## src/hw/sar_conv_defs.svh

```systemverilog
// sar_conv_defs.svh: field positions, reset values and step counts
// for the converter start-of-conversion control.
// assumes: included by bare name from the design files only.
`ifndef SAR_CONV_DEFS_SVH
`define SAR_CONV_DEFS_SVH

// converter_control field positions
`define CC_ENABLE_BIT 7
`define CC_TRACK_BIT 6
`define CC_DONE_BIT 5
`define CC_BUSY_BIT 4
`define CC_WIN_BIT 3
`define CC_SRC_MSB 2
`define CC_SRC_LSB 0
`define CC_RESET 8'h00

// step counts, in converter-clock periods, and bus widths in bits
`define EXTRA_TRACK_TICKS 3
`define SAR_CONV_TICKS 11
`define DIVIDER_WIDTH 5
`define RESULT_WIDTH 10

`endif

```

## src/hw/sar_conv_pkg.sv

```systemverilog
// sar_conv_pkg: types shared by the converter control modules.
// assumes: nothing beyond a SystemVerilog compiler.
package sar_conv_pkg;

	// sequencer states
	typedef enum logic [1:0] {
		ST_IDLE = 2'b00,
		ST_EXTRA_TRACK = 2'b01,
		ST_CONVERT = 2'b10
	} conv_state_t;

	// start_source_select codes
	typedef enum logic [2:0] {
		SRC_SOFTWARE = 3'b000,
		SRC_TIMER0 = 3'b001,
		SRC_TIMER2 = 3'b010,
		SRC_TIMER1 = 3'b011,
		SRC_STROBE = 3'b100,
		SRC_TIMER3 = 3'b101
	} start_src_t;

endpackage

```

## src/hw/sar_tick_if.sv

```systemverilog
// sar_tick_if: divider setting and converter-clock tick between the
// control block and its clock divider.
// assumes: both ends on one system clock.
`timescale 1ns/10ps
`default_nettype none
`include "sar_conv_defs.svh"

interface sar_tick_if;
	logic [`DIVIDER_WIDTH-1:0] divide;
	logic tick;
	modport ctrl (output divide, input tick);
	modport divider (input divide, output tick);
endinterface

`default_nettype wire

```

## src/hw/sar_clock_divider.sv

```systemverilog
// sar_clock_divider: makes the converter clock as a one-cycle enable.
// assumes: divide is stable while a conversion runs.
`timescale 1ns/10ps
`default_nettype none
`include "sar_conv_defs.svh"

module sar_clock_divider (
	input wire logic clk,
	input wire logic rst_n,
	sar_tick_if.divider tick_if
);

	logic [`DIVIDER_WIDTH-1:0] count;
	logic [`DIVIDER_WIDTH-1:0] next_count;
	logic next_tick;

	// one tick every divide+1 system clocks
	always_comb begin
		if (count >= tick_if.divide) begin
			next_count = '0;
			next_tick = 1'b1;
		end else begin
			next_count = count + 1'b1;
			next_tick = 1'b0;
		end
	end

	always_ff @(posedge clk) begin
		if (!rst_n) begin
			count <= '0;
			tick_if.tick <= 1'b0;
		end else begin
			count <= next_count;
			tick_if.tick <= next_tick;
		end
	end
endmodule

`default_nettype wire

```

## src/hw/sar_conversion_start_control.sv

```systemverilog
// sar_conversion_start_control: start trigger selection, normal/delayed
// tracking, completion and window-compare flags for the SAR converter.
// assumes: timer overflows are one-cycle pulses on REF_CLK_IN; the strobe
// pin is asynchronous; the result word is valid at the end of conversion.
//
// Operation
// - normal mode tracks except while converting
// - normal mode converts at once on start
// - delayed mode tracks only when not converting
// - delayed mode adds three converter clocks tracking
// - software code: busy write one starts, zero ignored
// - codes 001/010/011/101 select timers 0/2/1/3
// - code 100: strobe rising edge starts
// - compare result to limits, set window flag
// - limit order picks inside or outside window
// - converter clock is system clock over divider+1
`timescale 1ns/10ps
`default_nettype none
`include "sar_conv_defs.svh"

module sar_conversion_start_control #(
	parameter int CONV_TICKS = `SAR_CONV_TICKS
) (
	input wire logic REF_CLK_IN,
	input wire logic RSTN_IN,
	input wire logic SFR_WR_IN,
	input wire logic [7:0] SFR_WDATA_IN,
	input wire logic [`DIVIDER_WIDTH-1:0] SAR_CLOCK_DIVIDER_IN,
	input wire logic [3:0] TIMER_OVF_IN,
	input wire logic EXTERNAL_CONVERT_STROBE_IN,
	input wire logic [`RESULT_WIDTH-1:0] SAR_RESULT_IN,
	input wire logic [`RESULT_WIDTH-1:0] LIMIT_GREATER_IN,
	input wire logic [`RESULT_WIDTH-1:0] LIMIT_LESS_IN,
	output logic [7:0] SFR_RDATA_OUT,
	output logic TRACK_OUT,
	output logic CONVERTING_OUT,
	output logic [`RESULT_WIDTH-1:0] RESULT_OUT
);

	// ****************************************
	// parameter check
	// ****************************************
	generate
		if (CONV_TICKS < 1 || CONV_TICKS > 15) begin : bad_ticks
			$error("CONV_TICKS must lie in 1..15");
		end
	endgenerate

	localparam logic [3:0] LAST_CONV = 4'(CONV_TICKS - 1);
	localparam logic [3:0] LAST_EXTRA = 4'(`EXTRA_TRACK_TICKS - 1);

	// ****************************************
	// converter clock
	// ****************************************
	sar_tick_if tick_if ();
	sar_clock_divider divider_u (
		.clk(REF_CLK_IN),
		.rst_n(RSTN_IN),
		.tick_if(tick_if.divider)
	);
	assign tick_if.divide = SAR_CLOCK_DIVIDER_IN;

	// ****************************************
	// strobe pin synchroniser
	// ****************************************
	logic strobe_meta, strobe_sync, strobe_last;
	// meta feeds only sync; edge looks at sync and last
	always_ff @(posedge REF_CLK_IN) begin
		if (!RSTN_IN) begin
			strobe_meta <= 1'b0;
			strobe_sync <= 1'b0;
			strobe_last <= 1'b0;
		end else begin
			strobe_meta <= EXTERNAL_CONVERT_STROBE_IN;
			strobe_sync <= strobe_meta;
			strobe_last <= strobe_sync;
		end
	end

	// ****************************************
	// control register and sequencer
	// ****************************************
	logic converter_enable, track_mode_select;
	logic conversion_done_flag, window_compare_flag;
	sar_conv_pkg::start_src_t start_source_select;
	sar_conv_pkg::conv_state_t state;
	logic [3:0] step;
	logic next_enable, next_mode, next_done, next_win;
	sar_conv_pkg::start_src_t next_src;
	sar_conv_pkg::conv_state_t next_state;
	logic [3:0] next_step;
	logic [`RESULT_WIDTH-1:0] next_result;
	logic start_evt, conv_end, in_window, win_hit, strobe_rise;

	assign strobe_rise = strobe_sync && !strobe_last;

	// start event from the selected source; spare codes start nothing
	always_comb begin
		case (start_source_select)
			sar_conv_pkg::SRC_SOFTWARE:
				start_evt = SFR_WR_IN && SFR_WDATA_IN[`CC_BUSY_BIT];
			sar_conv_pkg::SRC_TIMER0: start_evt = TIMER_OVF_IN[0];
			sar_conv_pkg::SRC_TIMER2: start_evt = TIMER_OVF_IN[2];
			sar_conv_pkg::SRC_TIMER1: start_evt = TIMER_OVF_IN[1];
			sar_conv_pkg::SRC_STROBE: start_evt = strobe_rise;
			sar_conv_pkg::SRC_TIMER3: start_evt = TIMER_OVF_IN[3];
			default: start_evt = 1'b0;
		endcase
	end

	// inside when less-limit above greater-limit, else outside
	always_comb begin
		if (LIMIT_LESS_IN > LIMIT_GREATER_IN) begin
			in_window = SAR_RESULT_IN > LIMIT_GREATER_IN &&
				SAR_RESULT_IN < LIMIT_LESS_IN;
		end else begin
			in_window = SAR_RESULT_IN < LIMIT_LESS_IN ||
				SAR_RESULT_IN > LIMIT_GREATER_IN;
		end
	end

	assign conv_end = state == sar_conv_pkg::ST_CONVERT && tick_if.tick &&
		step == LAST_CONV;
	assign win_hit = conv_end && in_window;

	// next state; a start while busy is ignored
	always_comb begin
		next_state = state;
		next_step = step;
		case (state)
			sar_conv_pkg::ST_IDLE: begin
				next_step = 4'h0;
				if (converter_enable && start_evt) begin
					if (track_mode_select) begin
						next_state = sar_conv_pkg::ST_EXTRA_TRACK;
					end else begin
						next_state = sar_conv_pkg::ST_CONVERT;
					end
				end
			end
			sar_conv_pkg::ST_EXTRA_TRACK: begin
				if (tick_if.tick) begin
					if (step == LAST_EXTRA) begin
						next_state = sar_conv_pkg::ST_CONVERT;
						next_step = 4'h0;
					end else begin
						next_step = step + 4'h1;
					end
				end
			end
			sar_conv_pkg::ST_CONVERT: begin
				if (tick_if.tick) begin
					if (conv_end) begin
						next_state = sar_conv_pkg::ST_IDLE;
						next_step = 4'h0;
					end else begin
						next_step = step + 4'h1;
					end
				end
			end
			default: begin
				next_state = sar_conv_pkg::ST_IDLE;
				next_step = 4'h0;
			end
		endcase
		// disabling powers down and abandons any conversion
		if (!converter_enable) begin
			next_state = sar_conv_pkg::ST_IDLE;
			next_step = 4'h0;
		end
	end

	// register writes; hardware set wins over a software clear
	always_comb begin
		next_enable = converter_enable;
		next_mode = track_mode_select;
		next_src = start_source_select;
		next_done = conversion_done_flag;
		next_win = window_compare_flag;
		next_result = RESULT_OUT;
		if (SFR_WR_IN) begin
			next_enable = SFR_WDATA_IN[`CC_ENABLE_BIT];
			next_mode = SFR_WDATA_IN[`CC_TRACK_BIT];
			next_src = sar_conv_pkg::start_src_t'(
				SFR_WDATA_IN[`CC_SRC_MSB:`CC_SRC_LSB]);
			next_done = SFR_WDATA_IN[`CC_DONE_BIT];
			next_win = SFR_WDATA_IN[`CC_WIN_BIT];
		end
		if (conv_end) begin
			next_done = 1'b1;
			next_result = SAR_RESULT_IN;
		end
		if (win_hit) begin
			next_win = 1'b1;
		end
	end

	always_ff @(posedge REF_CLK_IN) begin
		if (!RSTN_IN) begin
			converter_enable <= 1'b0;
			track_mode_select <= 1'b0;
			start_source_select <= sar_conv_pkg::SRC_SOFTWARE;
			conversion_done_flag <= 1'b0;
			window_compare_flag <= 1'b0;
			state <= sar_conv_pkg::ST_IDLE;
			step <= 4'h0;
			RESULT_OUT <= '0;
		end else begin
			converter_enable <= next_enable;
			track_mode_select <= next_mode;
			start_source_select <= next_src;
			conversion_done_flag <= next_done;
			window_compare_flag <= next_win;
			state <= next_state;
			step <= next_step;
			RESULT_OUT <= next_result;
		end
	end

	// ****************************************
	// outputs
	// ****************************************
	// track while enabled and not converting, in either mode
	always_ff @(posedge REF_CLK_IN) begin
		if (!RSTN_IN) begin
			TRACK_OUT <= 1'b0;
			CONVERTING_OUT <= 1'b0;
			SFR_RDATA_OUT <= `CC_RESET;
		end else begin
			TRACK_OUT <= next_enable &&
				next_state != sar_conv_pkg::ST_CONVERT;
			CONVERTING_OUT <= next_state == sar_conv_pkg::ST_CONVERT;
			SFR_RDATA_OUT <= {next_enable, next_mode, next_done,
				next_state != sar_conv_pkg::ST_IDLE,
				next_win, 3'(next_src)};
		end
	end
endmodule

`default_nettype wire

```

## config.mk

```make
export PLATFORM = sky130hd
export DESIGN_NAME = sar_conversion_start_control
export DESIGN_NICKNAME = d
export VERILOG_FILES = /design/src/hw/sar_conv_pkg.sv /design/src/hw/sar_tick_if.sv /design/src/hw/sar_clock_divider.sv /design/src/hw/sar_conversion_start_control.sv
export VERILOG_INCLUDE_DIRS = /design/src /design/src/hw
export SDC_FILE = /design/constraint.sdc
export NUM_CORES = 1
export LEC_CHECK = 0
export BUFFER_PORTS_ARGS = -buffer_cell sky130_fd_sc_hd__buf_2
export CAP_MARGIN = 5
export CELL_PAD_IN_SITES_DETAIL_PLACEMENT = 2
export CELL_PAD_IN_SITES_GLOBAL_PLACEMENT = 2
export CORE_UTILIZATION = 32
export CTS_CLUSTER_DIAMETER = 30
export DETAILED_ROUTE_END_ITERATION = 6
export PLACE_DENSITY = 0.87
export SYNTH_ARGS = -nofsm -noshare
export SYNTH_HDL_FRONTEND = slang
export SYNTH_HIERARCHICAL = 1
export SYNTH_SLANG_ARGS = --single-unit
```

## constraint.sdc

```tcl
create_clock -name REF_CLK_IN -period 5.2 [get_ports REF_CLK_IN]
set_input_delay 0.52 -clock REF_CLK_IN [delete_from_list [all_inputs] [get_ports REF_CLK_IN]]
set_output_delay 0.52 -clock REF_CLK_IN [all_outputs]
set_load 0.03 [all_outputs]
```

Word level (Yosys, flattened, before mapping)
Cells that the tools add are included.
{"block": "totals", "latch_bits": 0, "memories": 0, "ram_bits": 0, "regBits": 42, "mem_bits_ro": 0, "input_bits": 51}
{"block": "op_classes", "shifts": 0, "div_mod_pow": 0, "bitwise_logic": 1, "reduce_logical": 16, "n_lt_le_gt_ge": 4, "multipliers": 0, "n_addsub": 2, "mux": 23, "eq_ne": 13}
{"op": "greater-than comparator 10 bit", "count": 2}
{"op": "2-to-1 mux 4 bit", "count": 4}
{"op": "2-to-1 mux 2 bit", "count": 7}
{"op": "< comparator 10 bit", "count": 1}
{"op": "logical AND 1 bit", "count": 8}
{"op": "2-to-1 mux 1 bit", "count": 8}
{"op": "case mux 4 bit (2 select lines)", "count": 1}
{"op": "equality test 3 x 2 -> 1 bit (second input constant)", "count": 2}
{"op": "equality test 3 bit (second input constant)", "count": 2}
{"op": "case mux 1 bit (6 select lines)", "count": 1}
{"op": "case mux 2 bit (3 select lines)", "count": 1}
{"op": "adder 5 x 1 -> 5 bit (second input constant)", "count": 1}
{"op": ">= comparator 5 bit", "count": 1}
{"op": "adder 4 x 1 -> 4 bit (second input constant)", "count": 1}
{"op": "equality test 2 bit (second input constant)", "count": 2}
{"op": "equality test 4 x 2 -> 1 bit (second input constant)", "count": 1}
{"op": "equality test 4 bit (second input constant)", "count": 1}
{"op": "!= test 2 x 1 -> 1 bit (second input constant)", "count": 2}
{"op": "AND reduction 2 bit", "count": 2}
{"op": "equality test 3 x 1 -> 1 bit (second input constant)", "count": 1}
{"op": "zero test 3 bit", "count": 1}
{"op": "2-to-1 mux 3 bit", "count": 1}
{"op": "equality test 2 x 1 -> 1 bit (second input constant)", "count": 1}
{"op": "zero test 2 bit", "count": 1}
{"op": "6 further kinds", "count": 6}

Logic depth before layout (Yosys ltp)
Gate-level depths: netlist (run 1).
{"block": "logic_depth", "depth_word": 9, "depth_mapped": 8, "depth_no_buf": 8}

Cells and area by module
Netlist (run 1), hierarchy kept.
{"module": "sar_conversion_start_control", "cells_each": 240, "instances": 1, "area_each_um2": 2013.2}
{"module": "sar_clock_divider", "cells_each": 36, "instances": 1, "area_each_um2": 327.8}

Worst setup path before layout (run 1)
No wires, ideal clock.
{"block": "synth_path", "path_type": "register -> register", "from": "register start_source_select[0]", "to": "register SFR_RDATA_OUT[4]", "path_stages_with_launch": 7, "synth_period_minus_slack_ps": 1967, "setup_slack_ps": 3233, "required_time_ps": 5068, "setup_time_ps": 132, "arrival_ps": 1834, "cell_sequence": "dfxtp_1 or3b_1 a221oi_2 o21ai_2 mux2i_1 a211oi_1 a21oi_1"}
{"block": "synth_via", "elab_chain_cells": 7, "word_cells_on_any_way": 12, "classes_between": "5 x eq/ne; 4 x mux; 3 x reduce/logical"}
{"item": "start: declaration", "line_no": "sar_conversion_start_control.sv:85", "rtl": "sar_conv_pkg::start_src_t start_source_select;"}
{"item": "start signal: assignment", "line_no": "sar_conversion_start_control.sv:202", "rtl": "start_source_select <= sar_conv_pkg::SRC_SOFTWARE;"}
{"item": "start signal: assignment", "line_no": "sar_conversion_start_control.sv:211", "rtl": "start_source_select <= next_src;"}
{"item": "equality test 3 bit (tied with other cells)", "line_no": "sar_conversion_start_control.sv:99", "rtl": "case (start_source_select)"}
{"item": "case mux 1 bit (6 select lines) *", "line_no": "sar_conversion_start_control.sv:99"}
{"item": "logical AND 1 bit *", "line_no": "sar_conversion_start_control.sv:133", "rtl": "if (converter_enable && start_evt) begin"}
{"item": "2-to-1 mux 2 bit *", "line_no": "sar_conversion_start_control.sv:133"}
{"item": "case mux 2 bit (3 select lines) *", "line_no": "sar_conversion_start_control.sv:130", "rtl": "case (state)"}
{"item": "2-to-1 mux 2 bit *", "line_no": "sar_conversion_start_control.sv:167", "rtl": "if (!converter_enable) begin"}
{"item": "nonzero test 2 bit *", "line_no": "sar_conversion_start_control.sv:234", "rtl": "next_state != sar_conv_pkg::ST_IDLE,"}
{"item": "end signal: assignment", "line_no": "sar_conversion_start_control.sv:228", "rtl": "SFR_RDATA_OUT <= `CC_RESET;"}
{"item": "end signal: assignment", "line_no": "sar_conversion_start_control.sv:233", "rtl": "SFR_RDATA_OUT <= {next_enable, next_mode, next_done,"}
{"item": "end: declaration", "line_no": "sar_conversion_start_control.sv:34", "rtl": "output logic [7:0] SFR_RDATA_OUT,"}
Every way passes the cells marked *; elsewhere a longest branch is shown, timed or not.
A chain may end at the register's enable or synchronous reset.

Worst setup path in the final report (run 1)
Same ends and word-level chain as after synthesis.

==> impl_metrics.csv, run 1 <==
group,metric,value,unit
clock_network,htree_levels,2,
power,sequentialPowerShare,41.9,%
logic_synthesis,synth.yosys.seq_area_share,29.93,%
critical_path,path_buf_inv,0,
hold_path,hold_class,"input port to register",
route,routed-via-count,2242,
global_routing,antenna_found_initial,0,
route,ant_nets,0,
route,routed_wire_length_per_instance,16.10,um
clock_network,number_of_hold_buffers_added_after_cts,0,
critical_path,crit-reg2reg-capture,"SFR_RDATA_OUT[4]",
critical_path,critical_path.slowest_cell,"sky130_fd_sc_hd__a211oi_1",
critical_path,worst-endpoint-arrival,2.33,ns
clock_network,cts.clk_slew.worst_paths,0.08,ns
place,preCtsSetupSlack,3.037,ns
timing,setup_viol_count_final,0,
place,place.gp.congestion,0.7825,
cells_and_area,diodes_inserted,0,
die,die_h,87.53,um
route,detail_route.drc_violations,0,
logic_synthesis,synth.most_common_cell,"sky130_fd_sc_hd__ha_1",
timing,timing.final.hold_violations,0,
die,ioPinCount,71,
logic_synthesis,synth_async_sr_flop_share,0,%
clock_network,clock_tree_root_driver_cell,"sky130_fd_sc_hd__clkbuf_8",
route,dr.pass1.iters,4,
timing,totalNegativeSetupSlack,0,ns
power,p_sw_share,27.60,%
critical_path,path_class,"register to register",
critical_path,rr_startpoint,"start_source_select[0]",
timing,fin_worst_skew,0.01017,ns
logic_synthesis,post_synth_main_area_contributors,"sky130_fd_sc_hd__dfxtp_1, sky130_fd_sc_hd__ha_1, sky130_fd_sc_hd__a21oi_1",
power,p_leak,1.457,nW
logic_synthesis,synth_enable_flop_cells,0,
clock_network,cts-buffers-inserted,5,
clock_network,setup_repair_bufs_after_cts,0,
timing,min_period,2.162,ns
logic_synthesis,synth.largest_area_cell,"sky130_fd_sc_hd__dfxtp_1",
logic_synthesis,post_synth_most_frequent_cells,"sky130_fd_sc_hd__ha_1, sky130_fd_sc_hd__dfxtp_1, sky130_fd_sc_hd__inv_1",
clock_network,clkLatencyLatePin,0.30,ns
clock_network,tritoncts,"yes",
logic_synthesis,netlist.area_leader.share,29.93,%
hold_path,hold_end,"strobe_meta",
die,core-area,6944,um2
power,irDropWorstVdd,119.3,uV
die,std_cell_rows,30,
global_routing,grt.total_usage,20.09,%
run_status,outcome,"completed",
power,power.internal,0.4904,mW
die,horizontal_die_dimension,87.53,um
critical_path,critPathCaptureType,"register",
logic_synthesis,post_synth_num_cell_types,49,
power,clkPwrFrac,39.1,%
global_routing,grt-ovfl-total,0,
route,drt-vias-per-instance,5.072,
timing,max-slew-margin-rel,65.64,%
place,hpwlAfterDp,5926,um
timing,rsz0062_at_grt,"no",
route,drt_first_iter_violations,76,
logic_synthesis,synth_area,2341,um2
cells_and_area,final_layout_size_suffix_gt1_share,25.14,%
logic_synthesis,synth-warning-count,6,
clock_network,max-clock-path-buffers,2,
timing,setup_slack,3.038,ns
timing,fmax,462.5,MHz
logic_synthesis,synthFlopType,"sky130_fd_sc_hd__dfxtp_1",
critical_path,r2r_slack,3.04,ns
timing,slew_of_the_pin_with_the_lowest_slew_margin,0.5122,ns
logic_synthesis,ys_ff_latch,35,
global_routing,grt_start_max_net_pins,19,
logic_synthesis,synth_cells,276,
timing,timing_max_transition_violations_final,0,
hold_path,min_path_cells,2,
critical_path,crit_path_start_kind,"register",
cells_and_area,finish.net_count,437,
clock_network,cts.repair.resized,0,
critical_path,cp_top_family,"compound AO/OA/AOI/OAI gates",
job,timing.max_cap.violations,0,
global_routing,vias_in_the_first_global_route,2452,
cells_and_area,layout-area-overhead-vs-synth,23.30,%
global_routing,grt_first_pass_wirelength,11700,um
logic_synthesis,synth_fp_nets,368,
route,finalWirelength,7117,um
power,power_density,234.7,nW/um2
hold_path,timing.hold.worst.start,"EXTERNAL_CONVERT_STROBE_IN",
critical_path,critical-path-max-stage-delay,0.48,ns
power,power.switching,0.1870,mW
logic_synthesis,avgSynthCellArea,8.482,um2
place,numPortBuffers,70,
critical_path,critical_path_peak_fanout,7,
critical_path,worst_r2r_path_depth,6,
die,die_ar,7662,um2
timing,post-route-period-util,41.58,%
power,share_comb_of_total_power,19.0,%
die,initial_utilization,33.71,%
critical_path,worstPathCellList,"or3b_1 -> a221oi_2 -> o21ai_2 -> mux2i_1 -> a211oi_1 -> a21oi_1",
clock_network,cts.sinks,35,
critical_path,worst-endpoint-required,5.37,ns
stage by stage:
step | power [mW] | util [%] | instances | hold WS (ns) | instance area, um2
floorplan | 0.3674 | - | 276 | 0.4118 | 2341
global route | 0.7114 | 41.57 | 442 | 0.4282 | 2887
detailed placement | 0.4184 | 39.82 | 434 | 0.4296 | 2765
global placement | 0.4095 | 39.82 | 434 | 0.4161 | 2765
CTS | 0.6846 | 41.57 | 442 | 0.4206 | 2887
finish | 0.6774 | 41.57 | 442 | 0.4257 | 2887
how the worst max path moves through the flow:
stage,startpoint,to,cells after the start
after floorplan,start_source_select[0],SFR_RDATA_OUT[4],6
after global placement,SFR_WR_IN,SFR_RDATA_OUT[4],7
after detailed placement,SFR_WR_IN,SFR_RDATA_OUT[4],7
after CTS,start_source_select[0],SFR_RDATA_OUT[4],6
final,start_source_select[0],SFR_RDATA_OUT[4],6
after global routing,start_source_select[0],SFR_RDATA_OUT[4],6
flip-flops by register name (all words and copies together), names as in the netlist, 2 cells and up:
signal	cells
RESULT_OUT	10
SFR_RDATA_OUT	5
divider_u/count	5
start_source_select	2
state	2
step	4
layout make-up:
| class | instances | area (um2) |
|---|---|---|
| fillers | 808 | 4058 |
| flip-flops and latches | 35 | 700.7 |
| clock inverters | 2 | 38.79 |
| multi-input cells | 202 | 1478 |
| repair buffers | 70 | 350.3 |
| well taps | 96 | 120.1 |
| inverters | 31 | 116.4 |
| clock buffers | 6 | 82.58 |
kinds of logic after synthesis:
group / count (synthesis) / share of synthesized area (%)
and+or+nand+nor: 84 / 17.42
muxes: 10 / 4.490
adders and majority gates: 41 / 21.91
AOI/OAI and AO/OA: 62 / 17.43
DFF: 35 / 29.93
xor gates and xnor gates: 5 / 1.871
buffers and inverters: 39 / 6.948
layout by cell type, fill, tap and decap left out, types with 2 or more instances in the layout:
| cell | Yosys | routed |
|---|---|---|
| sky130_fd_sc_hd__a211oi_1 | 4 | 4 |
| sky130_fd_sc_hd__a21o_1 | 5 | 5 |
| sky130_fd_sc_hd__a21oi_1 | 24 | 24 |
| sky130_fd_sc_hd__and2_1 | 3 | 3 |
| sky130_fd_sc_hd__and3_1 | 3 | 3 |
| sky130_fd_sc_hd__buf_2 | 1 | 70 |
| sky130_fd_sc_hd__clkbuf_8 | 0 | 6 |
| sky130_fd_sc_hd__dfxtp_1 | 35 | 35 |
| sky130_fd_sc_hd__ha_1 | 41 | 41 |
| sky130_fd_sc_hd__inv_1 | 30 | 30 |
| sky130_fd_sc_hd__mux2i_1 | 9 | 9 |
| sky130_fd_sc_hd__nand2_1 | 27 | 27 |
| sky130_fd_sc_hd__nand3_1 | 7 | 7 |
| sky130_fd_sc_hd__nand4_1 | 5 | 5 |
| sky130_fd_sc_hd__nor2_1 | 23 | 23 |
| sky130_fd_sc_hd__nor2b_1 | 5 | 5 |
| sky130_fd_sc_hd__nor3_1 | 2 | 2 |
| sky130_fd_sc_hd__o21a_1 | 4 | 4 |
| sky130_fd_sc_hd__o21ai_0 | 9 | 9 |
| sky130_fd_sc_hd__xor2_1 | 4 | 4 |
routing by layer:
layer | vias up | share of wire (%) | GRT usage [%]
li1 | 1095 | - | -
met5 | - | 0 | 0
met2 | 45 | 51 | 36.86
met3 | 6 | 2.9 | 3.205
met1 | 1096 | 45 | 24.11
met4 | 0 | 1.2 | 5.812
power groups by stage:
stage	clock network (mW)	registers [mW]	logic, mW
after detailed placement	0	0.290	0.128
after global routing	0.281	0.285	0.146
after CTS	0.270	0.284	0.130
after floorplan	0	0.291	0.0761
final	0.265	0.284	0.129
after global placement	0	0.290	0.120
Note: power is estimated with default switching activity, not from simulation.
==> inputs of run 2 (changes only) <==
- CORE_UTILIZATION: 32 -> 29
- PLACE_DENSITY: 0.87 -> 0.8
- clock period: 5.2 -> 2.2 ns (I/O delays scaled with it)
==> impl_metrics.csv, run 2 (synthesized netlist as in run 1, its figures left out) <==
group,metric,value,unit
cells_and_area,top_regs,"RESULT_OUT (10), SFR_RDATA_OUT (5), divider_u/count (5)",
critical_path,cp_top_family,"compound AO/OA/AOI/OAI gates",
cells_and_area,finish.net_count,438,
hold_path,hold_end,"strobe_meta",
timing,setup_slack,0.1813,ns
power,power_density,543.0,nW/um2
route,dr.pass1.iters,4,
route,routed_wire_length_per_instance,14.53,um
critical_path,critPathCaptureType,"register",
cells_and_area,most_frequent_cells_in_the_layout,"sky130_fd_sc_hd__buf_2, sky130_fd_sc_hd__ha_1, sky130_fd_sc_hd__dfxtp_1, sky130_fd_sc_hd__inv_1, sky130_fd_sc_hd__nand2_1",
route,ant_nets,0,
timing,totalNegativeSetupSlack,0,ns
cells_and_area,largest_reg_flops,10,
critical_path,path_class,"register to register",
place,place.gp.congestion,0.7506,
place,placed_cells_incl_taps,441,
cells_and_area,largest_register,"RESULT_OUT",
clock_network,max-clock-path-buffers,2,
timing,rsz0062_at_grt,"no",
route,routed-via-count,2184,
place,dpl_cell_area,2780,um2
clock_network,htree_levels,2,
timing,slew_of_the_pin_with_the_lowest_slew_margin,0.5616,ns
cells_and_area,diodes_inserted,0,
global_routing,grt.total_usage,16.85,%
critical_path,critical_path.slowest_cell,"sky130_fd_sc_hd__a211oi_1",
clock_network,tritoncts,"yes",
timing,max-slew-margin-rel,62.33,%
clock_network,cts.repair.resized,0,
timing,setup_viol_count_final,0,
hold_path,min_path_cells,2,
timing,fin_worst_skew,0.007510,ns
die,initial_utilization,30.14,%
die,core-area,7767,um2
route,drt_first_iter_violations,38,
critical_path,critical-path-max-stage-delay,0.43,ns
critical_path,worstPathCellList,"or3b_1 -> a221oi_2 -> o21ai_2 -> mux2i_1 -> a211oi_1 -> a21oi_1",
cells_and_area,final_design_area_no_fill,2898,um2
clock_network,number_of_hold_buffers_added_after_cts,0,
critical_path,critical_path_peak_fanout,7,
place,preCtsSetupSlack,0.1858,ns
route,detail_route.drc_violations,0,
clock_network,cts.sinks,35,
critical_path,rr_startpoint,"start_source_select[0]",
cells_and_area,fillers,950,
route,drt-vias-per-instance,4.864,
global_routing,grt-ovfl-total,0,
clock_network,clock_tree_root_driver_cell,"sky130_fd_sc_hd__clkbuf_8",
clock_network,setup_repair_bufs_after_cts,0,
critical_path,worst-endpoint-required,2.37,ns
timing,post-route-period-util,91.76,%
place,hpwlAfterDp,5477,um
cells_and_area,most_common_cell_after_layout_fill_and_taps_aside,"sky130_fd_sc_hd__buf_2",
cells_and_area,final_layout_size_suffix_gt1_share,25.36,%
power,irDropWorstVdd,212.0,uV
die,horizontal_die_dimension,91.85,um
power,p_leak,1.461,nW
critical_path,path_buf_inv,0,
clock_network,cts.clk_slew.worst_paths,0.07,ns
critical_path,r2r_slack,0.18,ns
global_routing,grt_first_pass_wirelength,11130,um
job,timing.max_cap.violations,0,
critical_path,worst_r2r_path_depth,6,
timing,min_period,2.019,ns
global_routing,vias_in_the_first_global_route,2360,
global_routing,antenna_found_initial,0,
die,die_ar,8436,um2
die,ioPinCount,71,
critical_path,worst-endpoint-arrival,2.18,ns
clock_network,cts-buffers-inserted,5,
critical_path,crit_path_start_kind,"register",
run_status,outcome,"completed",
place,numPortBuffers,70,
global_routing,grt_start_max_net_pins,19,
die,die_h,91.85,um
clock_network,clkLatencyLatePin,0.29,ns
route,finalWirelength,6522,um
cells_and_area,layout-area-overhead-vs-synth,23.78,%
timing,timing.hold.ws,0.1304,ns
hold_path,hold_class,"input port to register",
hold_path,timing.hold.worst.start,"EXTERNAL_CONVERT_STROBE_IN",
critical_path,crit-reg2reg-capture,"SFR_RDATA_OUT[4]",
timing,timing.final.hold_violations,0,
timing,timing_max_transition_violations_final,0,
die,std_cell_rows,32,
timing,fmax,495.4,MHz
cells_and_area,finalNonFillerCells,449,
[run 2: cell count changes in the layout (fill, tap and decap cells not counted)]
cell,previous run,this run
sky130_fd_sc_hd__clkinv_2,0,1
sky130_fd_sc_hd__buf_4,0,1
sky130_fd_sc_hd__inv_6,1,0
[run 2: worst max path at each step]
stage,slack (ns),from,end,cells after the start
after global placement,0.27,start_source_select[0],SFR_RDATA_OUT[4],6
after CTS,0.15,start_source_select[0],SFR_RDATA_OUT[4],6
after floorplan,0.23,start_source_select[0],SFR_RDATA_OUT[4],6
after detailed placement,0.19,start_source_select[0],SFR_RDATA_OUT[4],6
final,0.18,start_source_select[0],SFR_RDATA_OUT[4],6
after global routing,0.03,start_source_select[0],SFR_RDATA_OUT[4],6
[run 2: area by class of cell]
class                   instances  area [um2]  area share, %
multi-input cells             202        1478          50.99
flip-flops and latches         35       700.7          24.18
repair buffers                 71       357.8          12.35
well taps                     102       127.6          4.404
inverters                      31       116.4          4.016
clock buffers                   6       82.58          2.850
clock inverters                 2       35.03          1.209
[run 2: per-layer routing]
layer | part of all wire, % | vias to the layer above | GRT usage (%)
met4 | 0.92 | 0 | 3.906
met1 | 46 | 1042 | 20.90
met5 | 0 | - | 0
li1 | - | 1094 | -
met2 | 49 | 43 | 29.48
met3 | 3.8 | 5 | 3.814
[run 2: worst register-to-register path, delay by kind of cell (launching register included)]
family,cells,cell delay (ns)
flip-flops,1,0.37
multiplexers,1,0.16
AO/OA/AOI/OAI,4,0.95
AND/OR/NAND/NOR,1,0.42
[run 2: power by group]
group	switching (mW)	internal, mW
Clock	0.240	0.367
Combinational	0.162	0.134
Sequential	0.0175	0.652
[run 2: stage by stage]
step | util, % | power (mW)
5_1_grt | 37.31 | 1.669
6_report | 37.31 | 1.573
3_3_place_gp | 35.79 | 0.9694
4_1_cts | 37.31 | 1.600
3_5_place_dp | 35.79 | 0.9855
2_1_floorplan | - | 0.8684
==> inputs of run 3 (changes only) <==
- REMOVE_ABC_BUFFERS: not set -> 1
==> impl_metrics.csv, run 3 (synthesized netlist as in run 1, its figures left out) <==
group,metric,value,unit
run_status,outcome,"completed",
place,place.gp.congestion,0.7273,
clock_network,clkLatencyLatePin,0.29,ns
die,horizontal_die_dimension,91.85,um
global_routing,grt_start_max_net_pins,19,
cells_and_area,final_layout_size_suffix_gt1_share,25.43,%
place,hpwlAfterDp,5667,um
timing,min_period,2.033,ns
power,power_density,504.9,nW/um2
job,timing.max_cap.violations,0,
timing,max-slew-margin-rel,64.16,%
power,irDropWorstVdd,194.3,uV
timing,fmax,491.8,MHz
route,routed-via-count,2166,
route,dr.pass1.iters,4,
timing,slew_of_the_pin_with_the_lowest_slew_margin,0.5343,ns
cells_and_area,finish.net_count,438,
die,ioPinCount,71,
power,share_comb_of_total_power,20.7,%
clock_network,number_of_hold_buffers_added_after_cts,0,
cells_and_area,most_frequent_cells_in_the_layout,"sky130_fd_sc_hd__buf_2, sky130_fd_sc_hd__ha_1, sky130_fd_sc_hd__dfxtp_1, sky130_fd_sc_hd__inv_1, sky130_fd_sc_hd__nand2_1",
cells_and_area,final_design_area_no_fill,2873,um2
critical_path,critPathCaptureType,"register",
global_routing,vias_in_the_first_global_route,2447,
cells_and_area,largest_register,"RESULT_OUT",
cells_and_area,fillers,927,
timing,rsz0062_at_grt,"no",
critical_path,crit_path_start_kind,"register",
cells_and_area,total_area_of_multi_input_combinational_cells,1483,um2
route,finalWirelength,6692,um
cells_and_area,top_regs,"RESULT_OUT (10), SFR_RDATA_OUT (5), divider_u/count (5)",
die,initial_utilization,30.14,%
route,ant_nets,0,
clock_network,clock_tree_root_driver_cell,"sky130_fd_sc_hd__clkbuf_8",
die,core-area,7767,um2
timing,timing_max_transition_violations_final,0,
power,sequentialPowerShare,46.2,%
route,routed_wire_length_per_instance,14.94,um
global_routing,grt.total_usage,16.86,%
clock_network,cts-buffers-inserted,5,
power,power.internal,1.033,mW
timing,timing.final.hold_violations,0,
clock_network,htree_levels,2,
hold_path,min_path_cells,2,
cells_and_area,largest_reg_flops,10,
timing,post-route-period-util,92.42,%
power,p_sw_share,28.74,%
timing,setup_viol_count_final,0,
route,drt-vias-per-instance,4.835,
clock_network,cts.sinks,35,
cells_and_area,diodes_inserted,0,
cells_and_area,area.sequential,700.7,um2
power,p_leak,1.448,nW
die,die_h,91.85,um
timing,totalNegativeSetupSlack,0,ns
global_routing,grt-ovfl-total,0,
die,die_ar,8436,um2
global_routing,antenna_found_initial,0,
critical_path,worst-endpoint-required,2.39,ns
cells_and_area,finalCoreUtilization,36.98,%
place,numPortBuffers,70,
die,std_cell_rows,32,
hold_path,hold_class,"input port to register",
route,drt_first_iter_violations,35,
clock_network,cts.clk_slew.worst_paths,0.07,ns
clock_network,tritoncts,"yes",
critical_path,worst-endpoint-arrival,2.22,ns
place,dpl_cell_area,2780,um2
cells_and_area,most_common_cell_after_layout_fill_and_taps_aside,"sky130_fd_sc_hd__buf_2",
critical_path,worst_r2r_path_depth,6,
route,detail_route.drc_violations,0,
timing,fin_worst_skew,0.004087,ns
cells_and_area,layout-area-overhead-vs-synth,22.72,%
critical_path,path_class,"register to register",
clock_network,max-clock-path-buffers,2,
power,power.switching,0.4169,mW
power,clkPwrFrac,33.0,%
critical_path,critical_path_peak_fanout,7,
global_routing,grt_first_pass_wirelength,11330,um
[run 3: cell types whose count changed in the layout (fill, tap and decap cells not counted)]
cell	previous run	this run
sky130_fd_sc_hd__bufinv_16	1	0
sky130_fd_sc_hd__a211oi_2	0	1
sky130_fd_sc_hd__a211oi_1	4	3
[run 3: final timing paths]
path                                                 start          end  slack [ns]
worst min-delay path            EXTERNAL_CONVERT_STROBE_IN  strobe_meta        0.14
worst min register to register                 strobe_sync  strobe_last        0.45
worst max register to register      start_source_select[0]    TRACK_OUT        0.17
worst max-delay path                start_source_select[0]    TRACK_OUT        0.17
[run 3: area by class of cell]
class                      instances  share of cell area (%)
multi-input combinational        202                   51.61
sequential                        35                   24.39
timing repair buffer              71                   12.46
tap                              102                   4.442
inverter                          31                   4.051
clock buffer                       6                   2.875
clock inverter                     1                  0.1742
[run 3: power groups by stage]
stage               registers [mW]  logic, mW  clock network (mW)
finish                       0.670      0.301               0.479
global route                 0.673      0.343               0.527
CTS                          0.670      0.308               0.495
detailed placement           0.685      0.304                   0
global placement             0.684      0.285                   0
floorplan                    0.698      0.160                   0
[run 3: what timing repair did]
item                       CTS  global route
setup buffers                0             0
setup endpoints to repair    0             1
resized for setup            0             1
[run 3: worst max-delay path: stages (launching register included)]
cell	delay, ns
sky130_fd_sc_hd__dfxtp_1	0.37
sky130_fd_sc_hd__or3b_1	0.41
sky130_fd_sc_hd__a221oi_2	0.27
sky130_fd_sc_hd__o21ai_2	0.13
sky130_fd_sc_hd__mux2i_1	0.17
sky130_fd_sc_hd__a211o_1	0.31
sky130_fd_sc_hd__a311oi_1	0.27
[run 3: stage by stage]
stage | hold slack, ns | instances | worst slack, ns | power, mW
2_1_floorplan | 0.3417 | 268 | 0.2038 | 0.8584
3_3_place_gp | 0.4160 | 441 | 0.2747 | 0.9688
3_5_place_dp | 0.4390 | 441 | 0.1598 | 0.9892
4_1_cts | 0.1387 | 448 | 0.1381 | 1.473
5_1_grt | 0.1345 | 448 | 0.02425 | 1.543
6_report | 0.1373 | 448 | 0.1667 | 1.450
[run 3: layer usage]
| layer | wire length, um | global-route usage (%) | part of all wire, % |
|---|---|---|---|
| met1 | 3040 | 20.56 | 45 |
| met2 | 3404 | 30.41 | 51 |
| met3 | 169 | 3.317 | 2.5 |
| met4 | 78 | 3.646 | 1.2 |
| met5 | 0 | 0 | 0 |
